[src/host_port_defs.svh]
`ifndef HOST_PORT_DEFS_SVH
`define HOST_PORT_DEFS_SVH

// serial pin positions on the shared data bus
`define SER_DATA_BIT 7
`define SER_CLK_BIT 6
// serial byte length and counter reset value
`define SER_BITS 4'h8
`define SER_CNT_RST 4'h0
// reset values
`define BYTE_RST 8'h00
`define SYNC_RST 2'h0

`endif

[src/host_port_pkg.sv]
package host_port_pkg;
    // bus cycle phases of the parallel port
    typedef enum logic [1:0] {
        IDLE,
        WRITE_CYCLE,
        READ_CYCLE
    } phase_type;
endpackage

[src/lcd_driver_host_interface.sv]
// Function
// - eight bit two-way parallel data bus
// - serial data on D7, clock on D6
// - flag low command, high display data
// - init held while init request low
// - transfers only when both selects active
// - deselected bus lines stay undriven
// - 8080 read strobe low drives bus
// - 6800 enable high frames bus cycle
// - 8080 store strobe low writes
// - 6800 rw high read, low write
// - style select high 6800, low 8080
// - parallel select high parallel, low serial
// - serial mode is write only
// - serial mode leaves D0 to D5 undriven
`timescale 1ns/10ps
`include "host_port_defs.svh"

module lcd_driver_host_interface (
    input wire logic REF_CLK,
    input wire logic RESET,
    input wire logic INIT_REQUEST_N,
    input wire logic SELECT_LOW_N,
    input wire logic SELECT_HIGH,
    input wire logic CMD_DATA_FLAG,
    input wire logic BUS_STYLE_SELECT,
    input wire logic PARALLEL_SERIAL_SELECT,
    input wire logic READ_STROBE_N,
    input wire logic STORE_STROBE_N,
    input wire logic [7:0] DATA_IN,
    output logic [7:0] DATA_OUT,
    output logic [7:0] DATA_OE_N,
    input wire logic [7:0] READ_DATA,
    output logic READ_REQ,
    output logic [7:0] WRITE_DATA,
    output logic WRITE_IS_DISPLAY,
    output logic WRITE_VALID,
    output logic INIT_ACTIVE
);

    // two-stage synchronisers for every pin input
    logic [1:0] init_sync_reg, init_sync_next;
    logic [1:0] csl_sync_reg, csl_sync_next;
    logic [1:0] csh_sync_reg, csh_sync_next;
    logic [1:0] flag_sync_reg, flag_sync_next;
    logic [1:0] style_sync_reg, style_sync_next;
    logic [1:0] ps_sync_reg, ps_sync_next;
    logic [1:0] rd_sync_reg, rd_sync_next;
    logic [1:0] wr_sync_reg, wr_sync_next;
    logic [7:0] d_meta_reg, d_meta_next;
    logic [7:0] d_sync_reg, d_sync_next;

    always_comb begin
        init_sync_next = {init_sync_reg[0], INIT_REQUEST_N};
        csl_sync_next = {csl_sync_reg[0], SELECT_LOW_N};
        csh_sync_next = {csh_sync_reg[0], SELECT_HIGH};
        flag_sync_next = {flag_sync_reg[0], CMD_DATA_FLAG};
        style_sync_next = {style_sync_reg[0], BUS_STYLE_SELECT};
        ps_sync_next = {ps_sync_reg[0], PARALLEL_SERIAL_SELECT};
        rd_sync_next = {rd_sync_reg[0], READ_STROBE_N};
        wr_sync_next = {wr_sync_reg[0], STORE_STROBE_N};
        d_meta_next = DATA_IN;
        d_sync_next = d_meta_reg;
    end

    always_ff @(posedge REF_CLK or posedge RESET) begin
        if (RESET) begin
            init_sync_reg <= `SYNC_RST;
            csl_sync_reg <= 2'h3;
            csh_sync_reg <= `SYNC_RST;
            flag_sync_reg <= `SYNC_RST;
            style_sync_reg <= `SYNC_RST;
            ps_sync_reg <= 2'h3;
            rd_sync_reg <= 2'h3;
            wr_sync_reg <= 2'h3;
            d_meta_reg <= `BYTE_RST;
            d_sync_reg <= `BYTE_RST;
        end else begin
            init_sync_reg <= init_sync_next;
            csl_sync_reg <= csl_sync_next;
            csh_sync_reg <= csh_sync_next;
            flag_sync_reg <= flag_sync_next;
            style_sync_reg <= style_sync_next;
            ps_sync_reg <= ps_sync_next;
            rd_sync_reg <= rd_sync_next;
            wr_sync_reg <= wr_sync_next;
            d_meta_reg <= d_meta_next;
            d_sync_reg <= d_sync_next;
        end
    end

    // decoded conditions from synchronised levels
    logic init_now, selected, style_6800, parallel, rw_read;
    logic rd_pin, wr_pin, access, acc_read, acc_write;
    assign init_now = ~init_sync_reg[1];
    assign selected = ~csl_sync_reg[1] & csh_sync_reg[1] & ~init_now;
    assign style_6800 = style_sync_reg[1];
    assign parallel = ps_sync_reg[1];
    assign rd_pin = rd_sync_reg[1];
    assign wr_pin = wr_sync_reg[1];
    assign rw_read = wr_pin;
    // parallel cycle framing per bus style
    always_comb begin
        if (style_6800) begin
            access = rd_pin;
            acc_read = access & rw_read;
            acc_write = access & ~rw_read;
        end else begin
            access = ~rd_pin | ~wr_pin;
            acc_read = ~rd_pin;
            acc_write = ~wr_pin & rd_pin;
        end
    end

    // parallel bus phase and output drive
    host_port_pkg::phase_type phase_reg, phase_next;
    logic [7:0] out_reg, out_next;
    logic [7:0] oe_n_reg, oe_n_next;
    logic [7:0] wdata_reg, wdata_next;
    logic wflag_reg, wflag_next;
    logic wvalid_reg, wvalid_next;
    logic rreq_reg, rreq_next;
    logic init_reg, init_next;

    // serial shifter state
    logic [7:0] shift_reg, shift_next;
    logic [3:0] cnt_reg, cnt_next;
    logic sclk_prev_reg, sclk_prev_next;
    logic sclk_rise;
    assign sclk_rise = d_sync_reg[`SER_CLK_BIT] & ~sclk_prev_reg;

    always_comb begin
        phase_next = phase_reg;
        out_next = out_reg;
        oe_n_next = 8'hff;
        wdata_next = wdata_reg;
        wflag_next = wflag_reg;
        wvalid_next = 1'b0;
        rreq_next = 1'b0;
        init_next = init_now;
        shift_next = shift_reg;
        cnt_next = cnt_reg;
        sclk_prev_next = d_sync_reg[`SER_CLK_BIT];
        if (init_now || !selected) begin
            phase_next = host_port_pkg::IDLE;
            cnt_next = `SER_CNT_RST;
        end else if (parallel) begin
            cnt_next = `SER_CNT_RST;
            unique case (phase_reg)
                host_port_pkg::IDLE: begin
                    if (acc_read) begin
                        phase_next = host_port_pkg::READ_CYCLE;
                        rreq_next = 1'b1;
                    end else if (acc_write) begin
                        phase_next = host_port_pkg::WRITE_CYCLE;
                    end
                end
                host_port_pkg::READ_CYCLE: begin
                    out_next = READ_DATA;
                    oe_n_next = 8'h00;
                    if (!acc_read) begin
                        phase_next = host_port_pkg::IDLE;
                        oe_n_next = 8'hff;
                    end
                end
                host_port_pkg::WRITE_CYCLE: begin
                    // latch the byte while the strobe is still active
                    if (acc_write) begin
                        wdata_next = d_sync_reg;
                        wflag_next = flag_sync_reg[1];
                    end else begin
                        phase_next = host_port_pkg::IDLE;
                        wvalid_next = 1'b1;
                    end
                end
            endcase
        end else begin
            // serial: write only, bus never driven
            phase_next = host_port_pkg::IDLE;
            if (sclk_rise) begin
                shift_next = {shift_reg[6:0], d_sync_reg[`SER_DATA_BIT]};
                if (cnt_reg == `SER_BITS - 4'h1) begin
                    cnt_next = `SER_CNT_RST;
                    wdata_next = {shift_reg[6:0], d_sync_reg[`SER_DATA_BIT]};
                    wflag_next = flag_sync_reg[1];
                    wvalid_next = 1'b1;
                end else begin
                    cnt_next = cnt_reg + 4'h1;
                end
            end
        end
    end

    always_ff @(posedge REF_CLK or posedge RESET) begin
        if (RESET) begin
            phase_reg <= host_port_pkg::IDLE;
            out_reg <= `BYTE_RST;
            oe_n_reg <= 8'hff;
            wdata_reg <= `BYTE_RST;
            wflag_reg <= 1'b0;
            wvalid_reg <= 1'b0;
            rreq_reg <= 1'b0;
            init_reg <= 1'b1;
            shift_reg <= `BYTE_RST;
            cnt_reg <= `SER_CNT_RST;
            sclk_prev_reg <= 1'b0;
        end else begin
            phase_reg <= phase_next;
            out_reg <= out_next;
            oe_n_reg <= oe_n_next;
            wdata_reg <= wdata_next;
            wflag_reg <= wflag_next;
            wvalid_reg <= wvalid_next;
            rreq_reg <= rreq_next;
            init_reg <= init_next;
            shift_reg <= shift_next;
            cnt_reg <= cnt_next;
            sclk_prev_reg <= sclk_prev_next;
        end
    end

    // outputs straight from flip-flops
    assign DATA_OUT = out_reg;
    assign DATA_OE_N = oe_n_reg;
    assign WRITE_DATA = wdata_reg;
    assign WRITE_IS_DISPLAY = wflag_reg;
    assign WRITE_VALID = wvalid_reg;
    assign READ_REQ = rreq_reg;
    assign INIT_ACTIVE = init_reg;

endmodule

[config.mk]
export PLATFORM = sky130hd
export DESIGN_NAME = lcd_driver_host_interface
export DESIGN_NICKNAME = d
export VERILOG_FILES = /design/src/host_port_pkg.sv /design/src/lcd_driver_host_interface.sv
export VERILOG_INCLUDE_DIRS = /design/src
export SDC_FILE = /design/constraint.sdc
export NUM_CORES = 1
export LEC_CHECK = 0
export BUFFER_PORTS_ARGS = -buffer_cell sky130_fd_sc_hd__buf_2
export CAP_MARGIN = 20
export CELL_PAD_IN_SITES_DETAIL_PLACEMENT = 1
export CELL_PAD_IN_SITES_GLOBAL_PLACEMENT = 2
export CORE_ASPECT_RATIO = 1.5
export CORE_MARGIN = 1
export CORE_UTILIZATION = 40
export CTS_CLUSTER_SIZE = 10
export DETAILED_ROUTE_END_ITERATION = 12
export PLACE_DENSITY = 0.89
export SLEW_MARGIN = 20
export SYNTH_ARGS = -nofsm -noshare
export SYNTH_HDL_FRONTEND = slang
export SYNTH_SLANG_ARGS = --single-unit
[constraint.sdc]
create_clock -name REF_CLK -period 4.72 [get_ports REF_CLK]
set_clock_uncertainty 0.2 [all_clocks]
set_input_delay 0.944 -clock REF_CLK [delete_from_list [all_inputs] [get_ports REF_CLK]]
set_output_delay 0.944 -clock REF_CLK [all_outputs]
set_load 0.01 [all_outputs]
-- Yosys cells after proc, flatten, opt, wreduce, memory -nomap -nowiden
Cells that the tools add are included.
W data, S select, Z words.
- add/sub/neg operators: 1
- eq/ne operators: 8
- multiplexer cells: 36
- reductions and logical operators: 10
- bitwise logic cells: 12
- operators by type and width (cell ; count):
    $mux W8 ; 9
    $mux W1 ; 16
    $mux W4 ; 4
    $mux W2 ; 6
    $reduce_and A3 Y1 ; 3
    $ne A4 B4 Y1 const B ; 2
    $not A1 Y1 ; 7
    $pmux W2 S3 ; 1
    $and A1 B1 Y1 ; 5
    $ne A5 B5 Y1 const B ; 1
    $reduce_and A5 Y1 ; 1
    $add A4 B1 Y4 const B ; 1
    $eq A4 B3 Y1 const B ; 1
    $ne A2 B1 Y1 const B ; 2
    $reduce_bool A2 Y1 ; 2
    $reduce_bool A3 Y1 ; 1
    $eq A2 B1 Y1 const B ; 1
    $eq A2 B2 Y1 const B ; 1
    $logic_not A2 Y1 ; 1
    $logic_not A1 Y1 ; 1
    $logic_or A1 B1 Y1 ; 1
- word-level logic and storage cells: 88
- input bits: 26
- output and inout bits: 28
- bits in registers: 74

-- Logic depth before layout (Yosys ltp)
- depth in word-level cells: 7
- gate-level depth with buffers: 6
- mapped depth without buffers: 6

-- Least setup slack after synthesis
Ideal clock, no wire load.
- kind: register to output
- start point: reg, netlist name DATA_OE_N[6]
- end point: out DATA_OE_N[1]
- path buffers: 1
- arrival time: 0.723 ns
- slack: 2.853 ns
- required time: 3.576 ns
- stages on the path, launching flop included: 2
- path through: dfstp_2 buf_4
- RTL lines (element ; line ; text):
    to (decl) ; lcd_driver_host_interface.sv:32 ; output logic [7:0] DATA_OE_N,

==> flow_metrics.env <==
export IMPL_antenna_left=0
export IMPL_core_um2=5910
export IMPL_peakVddDrop_mv=0.420
export IMPL_cts_tree="done"
export IMPL_ys_types=34
export IMPL_drive_above_1_share_pct=51.4
export IMPL_grt_pass1_vias=1543
export IMPL_min_path_cells=0
export IMPL_ys_flop_type="dfrtp_1"
export IMPL_clkTransAtPathRegs_ns=0.07
export IMPL_drt_total_wl_um=4330
export IMPL_synth_fp_nets=193
export IMPL_synth_top_area_cell="dfrtp_1"
export IMPL_ctsResizeCount=0
export IMPL_port_buffers=53
export IMPL_route_detailed_drc=0
export IMPL_max_slew_margin_pct=48.9
export IMPL_wl_per_cell_um=14.7
export IMPL_finalHoldViolCount=0
export IMPL_hp_class="flip-flop to flip-flop"
export IMPL_die_area_um2=6560
export IMPL_drt_pass1_iterations=4
export IMPL_period_needed_ns=2.19
export IMPL_rsz0062_at_grt="false"
export IMPL_rr_worst_depth=3
export IMPL_p_leak_nw=1.50
export IMPL_synthCells=163
export IMPL_finalSetupTns_ns=0
export IMPL_syn_cell_area_um2=2490
export IMPL_ys_ff_latch=67
export IMPL_cts_sinks=67
export IMPL_fillCellCount=602
export IMPL_yosys_warnings=0
export IMPL_rows=34
export IMPL_finalNetCount=247
export IMPL_syn_avg_cell_area_um2=15.3
export IMPL_root_buffer="clkbuf_8"
export IMPL_drt_initial_drc_count=24
export IMPL_setup_viol=0
export IMPL_cpPeakStageDelay_ns=0.57
export IMPL_dp_hpwl_um=2930
export IMPL_reg2reg_to="WRITE_DATA[0]$_DFFE_PP0P_"
export IMPL_worstPathCellList="buf_2"
export IMPL_grt_pass1_wl_um=7450
export IMPL_critPathLaunch="DATA_OE_N[6]$_DFF_PP1_"
export IMPL_area_growth_synth_to_final_pct=20.0
export IMPL_worstMarginPinSlew_ns=0.766
export IMPL_rrSetupSlack_ns=2.63
export IMPL_dieWidth_um=66.5
export IMPL_gp_congestion=0.701
export IMPL_synthTopCellsByArea="dfrtp_1, mux2_2, dfstp_2"
export IMPL_final_cell_mix="dfrtp_1, buf_2, mux2_2"
export IMPL_ctsHoldBuffers=0
export IMPL_slew_viol_final=0
export IMPL_cellPowerDensity_nw_per_um2=392
export IMPL_min_from="d_meta_reg[1]$_DFF_PP0_"
export IMPL_final_common_cell="dfrtp_1"
export IMPL_outcome="finished, final reports clean"
export IMPL_htreeDepth=3
export IMPL_start_util_pct=42.1
export IMPL_grtUsageTotal_pct=16.1
export IMPL_crit_buf_inv=1
export IMPL_finalCritPeriodShare_pct=46.5
export IMPL_worstSkewPairLatency_ns=0.33
export IMPL_worstPathMaxFanout=8
export IMPL_netlist_area_leader_share_pct=57.2
export IMPL_yosysSeqAreaShare_pct=67.8
export IMPL_fmax_mhz=456
export IMPL_timing_hold_ws_ns=0.150
export IMPL_vias=1413
export IMPL_grt_max_degree=40
export IMPL_synth_edf_count=0
export IMPL_synthArstFlopShare_pct=100
export IMPL_r2r_start="ps_sync_reg[1]$_DFF_PP1_"
export IMPL_via_per_inst=4.81
export IMPL_die_h_um=98.7
export IMPL_start_kind="flip-flop"
export IMPL_overflow=0
export IMPL_crit_path_end_kind="primary output"
export IMPL_cts_setup_buffers=0
export IMPL_required_ns=3.58
export IMPL_grt_antenna_before_repair=0
export IMPL_min_to="d_sync_reg[1]$_DFF_PP0_"
export IMPL_arrival_ns=1.05
export IMPL_slowest_stage="dfstp_2"
export IMPL_cts_buffers=9
export IMPL_cts_buffer_depth=2
export IMPL_io_pins=54
export IMPL_diodes=0
export IMPL_cp_top_family="flip-flops"
export IMPL_cap_violations=0
export IMPL_crit_type="flip-flop to primary output"
-- power breakdown --
part	internal, mW	switching (mW)	leakage (nW)
Clock	0.312	0.200	0.111
Sequential	0.598	0.0118	0.841
Combinational	0.0254	0.0263	0.545
-- per-stage QoR --
step           cell area [um2]  utilization (%)  setup slack [ns]  power (mW)  std cells
2_1_floorplan             2490                -              1.91       0.650        163
3_3_place_gp              2770             46.9              2.48       0.670        278
3_5_place_dp              2770             46.9              2.44       0.674        278
4_1_cts                   2990             50.6              2.50        1.19        294
5_1_grt                   2990             50.6              2.46        1.22        294
6_report                  2990             50.6              2.53        1.17        294
-- worst max path at each step --
stage,to,depth (start not counted)
after floorplan,DATA_OUT[0]$_DFFE_PP0P_,1
final,DATA_OE_N[7],1
after CTS,DATA_OE_N[7],1
after global placement,wr_sync_reg[1]$_DFF_PP1_,3
after global routing,DATA_OE_N[7],1
after detailed placement,wr_sync_reg[1]$_DFF_PP1_,3
-- metal layers --
layer | share of wire, % | up-vias | GRT usage (%)
met1 | 38 | 720 | 18.6
met5 | 0 | - | 0
met3 | 4.1 | 8 | 5.67
met2 | 55 | 33 | 25.5
li1 | - | 652 | -
met4 | 2.8 | 0 | 9.33
-- cell families after synthesis --
logic type | after synthesis | synth area share [%]
adder cells (fa/ha/maj) | 4 | 2.01
AO/OA/AOI/OAI | 11 | 2.76
AND/OR/NAND/NOR | 31 | 7.08
buffers and inverters | 16 | 4.12
flip-flops | 67 | 67.8
multiplexers | 33 | 15.9
XOR/XNOR | 1 | 0.351
-- synthesized netlist by cell type (2+ instances only) --
master and n:
ha_1 4, buf_4 7, a21oi_1 4, nand2b_1 2
mux2_2 25, inv_1 5, nand3_1 2, mux2_4 7
nand2_1 9, nor2b_1 2, buf_6 2, nor2_1 6
dfstp_2 10, o21ai_0 2, dfrtp_1 57
-- layout make-up --
class | instances | area, um2 | share of cell area, %
Multi-Input combinational cell | 80 | 701 | 23.4
Inverter | 5 | 18.8 | 0.628
Timing Repair Buffer | 54 | 273 | 9.12
Clock inverter | 4 | 73.8 | 2.47
Tap cell | 72 | 90.1 | 3.01
Sequential cell | 67 | 1690 | 56.5
Clock buffer | 12 | 145 | 4.85
Power figures use the tool's default switching activity.
